### config.mk
export PLATFORM = sky130hd
export DESIGN_NAME = vpc_acq_top
export DESIGN_NICKNAME = d
export VERILOG_FILES = /design/src/design/vpc_pulse_counter.v /design/src/design/vpc_cal_reader.v /design/src/design/vpc_acq_top.v
export VERILOG_INCLUDE_DIRS = /design/src /design/src/design
export SDC_FILE = /design/constraint.sdc
export NUM_CORES = 2
export LEC_CHECK = 0
export BUFFER_PORTS_ARGS = -buffer_cell sky130_fd_sc_hd__buf_2
export CAP_MARGIN = 30
export CORE_MARGIN = 5
export CORE_UTILIZATION = 60
export DETAILED_ROUTE_END_ITERATION = 8
export PLACE_DENSITY_LB_ADDON = 0.15
export SLEW_MARGIN = 10
export SYNTH_ARGS = -nofsm -noshare
export SYNTH_HDL_FRONTEND = slang
export SYNTH_SLANG_ARGS = --single-unit
export TNS_END_PERCENT = 50
### constraint.sdc
create_clock -name clk -period 6 [get_ports clk]
set_input_delay 1.2 -clock clk [delete_from_list [all_inputs] [get_ports clk]]
set_output_delay 1.2 -clock clk [all_outputs]
set_load 0.02 [all_outputs]
### src/design/vpc_map.vh
// Constants for the pulse-count acquisition block
// Summary of operation
// - One pulse counter per converter channel counts pulses in each 1 ms interval.
// - Controller sums interval counts over a configurable period, then emits sample code.
// - Fastest per-channel sampling is 1 kHz: one 1 ms interval, lowest accuracy.
// - Below maximum rate, accumulated counts are averaged before each sample code.
// - Specified operating acquisition rates run from 5 Hz to 100 Hz.
// - One to eight submodules, one or two channels each, sixteen counters.
// - Fitted submodules and their types are readable by host logic.
// - Converter pulses are locked to a 250 kHz reference; rate proportional to input.
// - Resolution grows with period length; 15-bit result needs 160 ms.
// - Each submodule has a serial memory with calibration, serial number, type.
// - Resistance submodule has one channel; second channel position is unused.
`ifndef VPC_MAP_VH
`define VPC_MAP_VH
`define VPC_CLK_PERIOD_NS 50
`define VPC_INTERVAL_NS 1000000
`define VPC_INTERVAL_CYCLES (`VPC_INTERVAL_NS / `VPC_CLK_PERIOD_NS)
`define VPC_REF_HZ 250000
`define VPC_INTERVAL_MAX_PULSES (`VPC_REF_HZ / 1000)
`define VPC_RATE_MIN_HZ 5
`define VPC_RATE_MAX_HZ 100
`define VPC_PERIOD_MAX_MS (1000 / `VPC_RATE_MIN_HZ)
`define VPC_PERIOD_15BIT_MS 160
`define VPC_SLOTS 8
`define VPC_CHANNELS 16
`define VPC_CNT_W 10
`define VPC_SUM_W 16
`define VPC_FRAC_W 8
`define VPC_CODE_W 16
`define VPC_SK_HALF_NS 1000
`define VPC_SK_HALF_CYCLES (`VPC_SK_HALF_NS / `VPC_CLK_PERIOD_NS)
`define VPC_EE_ADDR_W 6
`define VPC_EE_DATA_W 16
`define VPC_EE_READ_OP 3'h6
`define VPC_EE_TX_BITS 9
`define VPC_EE_FRAME_BITS 25
`endif

### src/design/vpc_pulse_counter.v
// One converter channel: input synchroniser, edge detector and 1 ms counter
`timescale 1ns/1ns
`default_nettype none
`include "vpc_map.vh"
module vpc_pulse_counter #(
  parameter CNT_W = `VPC_CNT_W
) (
  input wire clk,
  input wire reset_n,
  input wire pulse_in,
  input wire tick,
  output reg [CNT_W-1:0] count_out
);
  reg sync_a;
  reg sync_b;
  reg sync_c;
  reg [CNT_W-1:0] cnt;
  wire rise;
  wire [CNT_W-1:0] cnt_inc;

  assign rise = sync_b & ~sync_c;
  // Saturate rather than wrap on an overdriven input
  assign cnt_inc = (rise && (cnt != {CNT_W{1'b1}})) ? cnt + {{(CNT_W-1){1'b0}}, 1'b1} : cnt;

  always @(posedge clk) begin
    if (!reset_n) begin
      sync_a <= 1'b0;
      sync_b <= 1'b0;
      sync_c <= 1'b0;
    end else begin
      sync_a <= pulse_in;
      sync_b <= sync_a;
      sync_c <= sync_b;
    end
  end

  always @(posedge clk) begin
    if (!reset_n) begin
      cnt <= {CNT_W{1'b0}};
      count_out <= {CNT_W{1'b0}};
    end else if (tick) begin
      // Edge seen on the boundary cycle goes into the closing interval
      count_out <= cnt_inc;
      cnt <= {CNT_W{1'b0}};
    end else begin
      cnt <= cnt_inc;
    end
  end
endmodule // vpc_pulse_counter
`default_nettype wire

### src/design/vpc_cal_reader.v
// Serial calibration memory reader shared by all submodule slots
`timescale 1ns/1ns
`default_nettype none
`include "vpc_map.vh"
module vpc_cal_reader #(
  parameter SK_HALF = `VPC_SK_HALF_CYCLES
) (
  input wire clk,
  input wire reset_n,
  input wire req,
  input wire [2:0] slot,
  input wire [`VPC_EE_ADDR_W-1:0] addr,
  input wire miso,
  output reg [`VPC_SLOTS-1:0] cs,
  output reg sk,
  output reg mosi,
  output reg busy,
  output reg done,
  output reg [`VPC_EE_DATA_W-1:0] rdata
);
  reg miso_a;
  reg miso_b;
  reg [7:0] phase;
  reg [4:0] bit_idx;
  reg [`VPC_EE_TX_BITS-1:0] tx;
  reg [`VPC_EE_DATA_W-1:0] rx;

  always @(posedge clk) begin
    if (!reset_n) begin
      miso_a <= 1'b0;
      miso_b <= 1'b0;
    end else begin
      miso_a <= miso;
      miso_b <= miso_a;
    end
  end

  always @(posedge clk) begin
    if (!reset_n) begin
      cs <= {`VPC_SLOTS{1'b0}};
      sk <= 1'b0;
      mosi <= 1'b0;
      busy <= 1'b0;
      done <= 1'b0;
      rdata <= {`VPC_EE_DATA_W{1'b0}};
      phase <= 8'h00;
      bit_idx <= 5'h00;
      tx <= {`VPC_EE_TX_BITS{1'b0}};
      rx <= {`VPC_EE_DATA_W{1'b0}};
    end else begin
      done <= 1'b0;
      if (!busy) begin
        if (req) begin
          // Start bit and read opcode, then word address
          busy <= 1'b1;
          cs <= {{(`VPC_SLOTS-1){1'b0}}, 1'b1} << slot;
          tx <= {`VPC_EE_READ_OP, addr};
          mosi <= 1'b1;
          phase <= 8'h00;
          bit_idx <= 5'h00;
        end
      end else if (phase == SK_HALF[7:0] - 8'h01) begin
        phase <= 8'h00;
        if (!sk) begin
          sk <= 1'b1;
        end else begin
          sk <= 1'b0;
          // Data is sampled at the end of the high phase after sync delay
          if (bit_idx >= `VPC_EE_TX_BITS) begin
            rx <= {rx[`VPC_EE_DATA_W-2:0], miso_b};
          end
          if (bit_idx == `VPC_EE_FRAME_BITS - 1) begin
            busy <= 1'b0;
            done <= 1'b1;
            cs <= {`VPC_SLOTS{1'b0}};
            mosi <= 1'b0;
            rdata <= {rx[`VPC_EE_DATA_W-2:0], miso_b};
          end else begin
            bit_idx <= bit_idx + 5'h01;
            tx <= {tx[`VPC_EE_TX_BITS-2:0], 1'b0};
            mosi <= tx[`VPC_EE_TX_BITS-2];
          end
        end
      end else begin
        phase <= phase + 8'h01;
      end
    end
  end
endmodule // vpc_cal_reader
`default_nettype wire

### src/design/vpc_acq_top.v
// Pulse-count acquisition: counters, period accumulation, averaging, slot map
`timescale 1ns/1ns
`default_nettype none
`include "vpc_map.vh"
module vpc_acq_top #(
  parameter INTERVAL_CYCLES = `VPC_INTERVAL_CYCLES,
  parameter SK_HALF = `VPC_SK_HALF_CYCLES
) (
  input wire clk,
  input wire reset_n,
  input wire [`VPC_CHANNELS-1:0] conv_pulse,
  input wire [`VPC_SLOTS-1:0] slot_fitted,
  input wire [`VPC_SLOTS-1:0] slot_single,
  input wire [7:0] period_ms,
  input wire cal_req,
  input wire [2:0] cal_slot,
  input wire [`VPC_EE_ADDR_W-1:0] cal_addr,
  input wire cal_miso,
  output reg sample_valid,
  output reg [3:0] sample_chan,
  output reg [`VPC_CODE_W-1:0] sample_code,
  output reg [`VPC_SLOTS-1:0] fitted_config,
  output reg [`VPC_SLOTS-1:0] single_config,
  output reg [`VPC_CHANNELS-1:0] chan_active,
  output reg interval_tick,
  output wire [`VPC_SLOTS-1:0] cal_cs,
  output wire cal_sk,
  output wire cal_mosi,
  output wire cal_busy,
  output wire cal_done,
  output wire [`VPC_EE_DATA_W-1:0] cal_rdata
);
  localparam ST_IDLE = 3'b001;
  localparam ST_DIV = 3'b010;
  localparam ST_EMIT = 3'b100;
  localparam DIV_W = `VPC_SUM_W + `VPC_FRAC_W;
  localparam DIV_LAST = DIV_W - 1;
  localparam PERIOD_MAX_I = `VPC_PERIOD_MAX_MS;
  localparam [7:0] PERIOD_MAX = PERIOD_MAX_I[7:0];

  reg [`VPC_SLOTS-1:0] fit_a;
  reg [`VPC_SLOTS-1:0] fit_b;
  reg [`VPC_SLOTS-1:0] sgl_a;
  reg [`VPC_SLOTS-1:0] sgl_b;
  reg [15:0] tick_cnt;
  reg tick;
  reg tick_d;
  reg [7:0] ms_cnt;
  reg [7:0] period_cur;
  reg [7:0] period_hold;
  reg [`VPC_SUM_W-1:0] sum [0:`VPC_CHANNELS-1];
  reg [`VPC_SUM_W-1:0] hold [0:`VPC_CHANNELS-1];
  reg [2:0] state;
  reg [3:0] chan;
  reg [4:0] step;
  reg [DIV_W-1:0] dvd;
  reg [8:0] rem;
  reg [8:0] next_rem;
  reg [8:0] trial;
  reg next_q;
  // Active map frozen at period end so one burst follows one slot map
  reg [`VPC_CHANNELS-1:0] burst_map;
  wire [`VPC_CNT_W-1:0] cap [0:`VPC_CHANNELS-1];
  wire period_end;
  wire [7:0] period_clamped;
  integer i;
  genvar g;

  // Channel position is live only when its slot is fitted and, for the
  // upper position, the slot is not a single-channel resistance type
  function chan_used;
    input [3:0] ch;
    input [`VPC_SLOTS-1:0] fit;
    input [`VPC_SLOTS-1:0] sgl;
    begin
      chan_used = fit[ch[3:1]] & ~(ch[0] & sgl[ch[3:1]]);
    end
  endfunction

  // Interval count added to a running sum; holds at full scale instead of wrapping
  function [`VPC_SUM_W-1:0] acc_add;
    input [`VPC_SUM_W-1:0] acc;
    input [`VPC_CNT_W-1:0] cnt;
    reg [`VPC_SUM_W:0] wide;
    begin
      wide = {1'b0, acc} + {{(`VPC_SUM_W+1-`VPC_CNT_W){1'b0}}, cnt};
      if (wide[`VPC_SUM_W]) begin
        acc_add = {`VPC_SUM_W{1'b1}};
      end else begin
        acc_add = wide[`VPC_SUM_W-1:0];
      end
    end
  endfunction

  // Period limited to 1 ms .. slowest specified rate
  assign period_clamped = (period_ms == 8'h00) ? 8'h01 :
    ((period_ms > PERIOD_MAX) ? PERIOD_MAX : period_ms);
  assign period_end = tick_d && (ms_cnt == period_cur - 8'h01);

  generate
    for (g = 0; g < `VPC_CHANNELS; g = g + 1) begin : gen_cnt
      // Width covers 250 pulses per interval with headroom
      vpc_pulse_counter #(
        .CNT_W(`VPC_CNT_W)
      ) u_cnt (
        .clk(clk),
        .reset_n(reset_n),
        .pulse_in(conv_pulse[g]),
        .tick(tick),
        .count_out(cap[g])
      );
    end
  endgenerate

  vpc_cal_reader #(
    .SK_HALF(SK_HALF)
  ) u_cal (
    .clk(clk),
    .reset_n(reset_n),
    .req(cal_req),
    .slot(cal_slot),
    .addr(cal_addr),
    .miso(cal_miso),
    .cs(cal_cs),
    .sk(cal_sk),
    .mosi(cal_mosi),
    .busy(cal_busy),
    .done(cal_done),
    .rdata(cal_rdata)
  );

  // Slot straps come from the board: two-stage synchroniser
  always @(posedge clk) begin
    if (!reset_n) begin
      fit_a <= {`VPC_SLOTS{1'b0}};
      fit_b <= {`VPC_SLOTS{1'b0}};
      sgl_a <= {`VPC_SLOTS{1'b0}};
      sgl_b <= {`VPC_SLOTS{1'b0}};
      fitted_config <= {`VPC_SLOTS{1'b0}};
      single_config <= {`VPC_SLOTS{1'b0}};
      chan_active <= {`VPC_CHANNELS{1'b0}};
    end else begin
      fit_a <= slot_fitted;
      fit_b <= fit_a;
      sgl_a <= slot_single;
      sgl_b <= sgl_a;
      fitted_config <= fit_b;
      single_config <= sgl_b & fit_b;
      for (i = 0; i < `VPC_CHANNELS; i = i + 1) begin
        chan_active[i] <= chan_used(i[3:0], fit_b, sgl_b);
      end
    end
  end

  // 1 ms interval timebase
  always @(posedge clk) begin
    if (!reset_n) begin
      tick_cnt <= 16'h0000;
      tick <= 1'b0;
      tick_d <= 1'b0;
      interval_tick <= 1'b0;
    end else begin
      tick_d <= tick;
      interval_tick <= tick;
      if (tick_cnt == INTERVAL_CYCLES[15:0] - 16'h0001) begin
        tick_cnt <= 16'h0000;
        tick <= 1'b1;
      end else begin
        tick_cnt <= tick_cnt + 16'h0001;
        tick <= 1'b0;
      end
    end
  end

  // Accumulate captured interval counts over the measurement period
  always @(posedge clk) begin
    if (!reset_n) begin
      ms_cnt <= 8'h00;
      period_cur <= 8'h01;
      period_hold <= 8'h01;
      for (i = 0; i < `VPC_CHANNELS; i = i + 1) begin
        sum[i] <= {`VPC_SUM_W{1'b0}};
        hold[i] <= {`VPC_SUM_W{1'b0}};
      end
    end else if (tick_d) begin
      if (period_end) begin
        ms_cnt <= 8'h00;
        period_hold <= period_cur;
        period_cur <= period_clamped;
        for (i = 0; i < `VPC_CHANNELS; i = i + 1) begin
          hold[i] <= acc_add(sum[i], cap[i]);
          sum[i] <= {`VPC_SUM_W{1'b0}};
        end
      end else begin
        ms_cnt <= ms_cnt + 8'h01;
        for (i = 0; i < `VPC_CHANNELS; i = i + 1) begin
          sum[i] <= acc_add(sum[i], cap[i]);
        end
      end
    end
  end

  always @* begin
    trial = {rem[7:0], dvd[DIV_W-1]};
    next_q = (trial >= {1'b0, period_hold});
    if (next_q) begin
      next_rem = trial - {1'b0, period_hold};
    end else begin
      next_rem = trial;
    end
  end

  // Averaging: code = sum * 2^FRAC / period, one channel after another
  always @(posedge clk) begin
    if (!reset_n) begin
      state <= ST_IDLE;
      chan <= 4'h0;
      step <= 5'h00;
      dvd <= {DIV_W{1'b0}};
      rem <= 9'h000;
      sample_valid <= 1'b0;
      sample_chan <= 4'h0;
      sample_code <= {`VPC_CODE_W{1'b0}};
      burst_map <= {`VPC_CHANNELS{1'b0}};
    end else begin
      sample_valid <= 1'b0;
      case (state)
        ST_IDLE: begin
          if (tick_d && period_end) begin
            chan <= 4'h0;
            burst_map <= chan_active;
            state <= ST_EMIT;
          end
        end
        ST_EMIT: begin
          // Unused positions produce no sample
          if (burst_map[chan]) begin
            dvd <= {hold[chan], {`VPC_FRAC_W{1'b0}}};
            rem <= 9'h000;
            step <= 5'h00;
            state <= ST_DIV;
          end else if (chan == 4'hf) begin
            state <= ST_IDLE;
          end else begin
            chan <= chan + 4'h1;
          end
        end
        ST_DIV: begin
          rem <= next_rem;
          dvd <= {dvd[DIV_W-2:0], next_q};
          if (step == DIV_LAST[4:0]) begin
            sample_valid <= 1'b1;
            sample_chan <= chan;
            if (dvd[DIV_W-2:`VPC_CODE_W-1] != {(DIV_W-`VPC_CODE_W){1'b0}}) begin
              sample_code <= {`VPC_CODE_W{1'b1}};
            end else begin
              sample_code <= {dvd[`VPC_CODE_W-2:0], next_q};
            end
            if (chan == 4'hf) begin
              state <= ST_IDLE;
            end else begin
              chan <= chan + 4'h1;
              state <= ST_EMIT;
            end
          end else begin
            step <= step + 5'h01;
          end
        end
        default: begin
          state <= ST_IDLE;
        end
      endcase
    end
  end
endmodule // vpc_acq_top
`default_nettype wire

==> run_results.csv <==
group,metric,value,unit
synth,synth_cell_type_count,79,
power,powerDensity,281,nW/um^2
drt,vias_per_cell,5.80,
drt,first_pass_iters,5,
cts,cts_setup_buffers,0,
sta,finalSetupTns,0,ns
synth,yosysTopAreaCellShare,28.4,%
critical_path,slowest_delay,0.90,ns
drt,wl,119000,um
sta,period_minus_slack,4.38,ns
synth,ys_seq_area_share,52.6,%
final_layout,diodes,0,
critical_path,critPathCaptureType,"register",
final_layout,layout-drive-gt1-share,9.50,%
floorplanning,die_h,306,um
critical_path,worst-setup-path-type,"register to register",
drt,drc_errors,0,
floorplanning,dieWidth,306,um
power,leakagePower,0.0224,uW
synth,synth.net_count,5424,
run_status,status,"completed",
sta,final-setup-viol-count,0,
sta,skew,0.0293,ns
synth,synth-seq-cells,1129,
sta,fin_hold_ws,0.404,ns
placement,place_inst,6263,
cts,cts_root_buf,"clkbuf_16",
cts,htree_levels,3,
floorplanning,rows,108,
sta,clock.fmax,229,MHz
sta,slew_viol_final,0,
synth,syn_inst,5161,
sta,hold_viol_final,0,
synth,netlist_top_cells_area,"edfxtp_1, dfxtp_1, nor2_1",
synth,synth.avg_cell_area,10.2,um^2
synth,async_flop_share,0,%
floorplanning,start_util,60.4,%
final_layout,finalNetCount,5491,
synth,ys_top_cells_by_count,"nor2_1, dfxtp_1, edfxtp_1, nand2_1, a21oi_1",
sta,relSlewSlack,19.5,%
synth,synth.most_common_cell,"nor2_1",
drt,wl_met1,52300,um
final_layout,fin_cells,6482,
critical_path,cp.required,6.33,ns
cts,insertion_delay,0.70,ns
critical_path,cp_cell_sequence,"inv_1 > ha_1 > xnor2_1 > o211ai_1 > or3_1 > nor4_4 > nand2_1 > nand2_4 > buf_12",
placement,dp_slack,1.62,ns
cts,clock-sinks,1129,
cts,cts_hold_buf,0,
synth,synth_area,52400,um^2
critical_path,cp_slowest_cell,"nand2_4",
critical_path,crit_fanout,76,
grt,antenna_found_initial,2,
grt,grt_pass1_wl,192000,um
hold_path,hp-start,"sgl_b[6]",
placement,place.gp.congestion,0.867,
critical_path,crit_start,"period_cur[0]",
drt,vias,37606,
sta,rsz0062_at_grt,"no",
cts,cts_buffer_depth,3,
synth,synth_edf_count,496,
floorplanning,ioPinCount,135,
cts,clk_pin_slew,0.07,ns
cts,cts_tree,"built",
power,peakVddDrop,268,uV
hold_path,holdCritPathClass,"register to register",
synth,yosys.area.top_type,"edfxtp_1",
job,max-cap-violations,0,
cts,cts_buffers,114,
power,power.total,16300,uW
grt,grt_max_degree,143,
cts,cts_resized,0,
placement,dpl.hpwl,81100,um
placement,portBuffers,134,
sta,fin_crit_sh,72.9,%
floorplanning,core_area,86800,um^2
drt,ant_nets,0,
grt,overflow,0,
floorplanning,dieArea,93400,um^2
sta,setup_slack,1.62,ns
drt,routedWlPerCell,18.4,um
drt,met3_length,6770,um
critical_path,crit_arrival,4.71,ns
critical_path,startpoint_type,"register",
drt,drtIter0Drc,3083,
sta,max_slew.worst_pin.slew,1.21,ns
synth,yosysWarnings,0,
synth,synth_flop_cell,"dfxtp_1",
grt,grt_pass1_vias,36227,
drt,route.top_layer_used,"met4",
drt,dr_wl_met2,56900,um
grt,grt_util_all_layers,25.0,%
final_layout,area_delta_synth_final,10.7,%
critical_path,r2r_start,"period_cur[0]",
sequential cells by signal, summed over array words and instances, names as in the netlist, 9 cells and up, named ones only:
signal	count
gen_cnt.u_cnt.sync_a	16
hold	256
dvd	24
chan_active	9
gen_cnt.u_cnt.count_out	160
sample_code	16
u_cal.rx	15
sum	256
burst_map	16
tick_cnt	16
gen_cnt.u_cnt.cnt	160
u_cal.rdata	16
gen_cnt.u_cnt.sync_c	16
gen_cnt.u_cnt.sync_b	16
placed cells by master (no fill, tap or decap), drive strengths merged, types with 53 or more instances in the layout:
cell / n
nand3: 85
nor2b: 54
nand2b: 54
o21a: 53
inv: 118
xnor2: 146
dfxtp: 633
nor2: 997
edfxtp: 496
buf: 175
mux4: 66
a21oi: 312
a211oi: 92
nor3: 82
mux2i: 134
xor2: 145
clkbuf: 160
o21ai: 211
and2: 116
ha: 193
nand2: 394
and3: 72
nand4: 76
power breakdown:
part | switching, uW | internal (uW) | leakage, uW
clock network | 3040 | 4370 | 0.00193
logic | 384 | 194 | 0.0104
registers | 105 | 8200 | 0.0101
total | 3530 | 12800 | 0.0224
routing by layer:
layer  vias to the layer above  GRT usage [%]
li1                      18501              -
met1                     17982           34.1
met2                       922           42.0
met3                       201           3.81
met4                         0           7.42
met5                         -              0
path summary, 6_finish.rpt:
| check | slack [ns] | end | cells after the start |
|---|---|---|---|
| max | 1.62 | hold[2][6] | 9 |
| min | 0.40 | chan_active[13] | 1 |
| max reg2reg | 1.62 | hold[2][6] | 9 |
| min reg2reg | 0.40 | chan_active[13] | 1 |
cell families after synthesis:
kind of cell | Yosys count | synth area share (%)
adder cells (fa/ha/maj) | 210 | 5.26
buffers and inverters | 335 | 2.63
XOR/XNOR | 291 | 4.86
AND/OR/NAND/NOR | 2046 | 17.6
AO/OA/AOI/OAI | 948 | 11.6
flip-flops | 1129 | 52.6
multiplexers | 202 | 5.44
cell type report:
cell class | instances | area (um^2)
Fill cell | 6855 | 28700
Sequential cell | 1129 | 27600
Multi-Input combinational cell | 3697 | 23600
Clock buffer | 159 | 3230
Tap cell | 1155 | 1450
Timing Repair Buffer | 176 | 1110
Clock inverter | 56 | 708
Inverter | 110 | 420
critical path: cells and delay by family, from the launching register on:
family,cells,cell delay (ns)
XOR/XNOR,1,0.18
buffers and inverters,2,0.52
flip-flops,1,0.43
AO/OA/AOI/OAI,1,0.10
adder cells (fa/ha/maj),1,0.27
AND/OR/NAND/NOR,4,2.39
metrics by stage:
step | area, um^2 | util (%)
after floorplan | 52400 | -
after global placement | 54000 | 62.2
after detailed placement | 54000 | 62.3
after CTS | 58000 | 66.8
after global routing | 58000 | 66.9
final | 58000 | 66.9
Power figures use the tool's default switching activity.
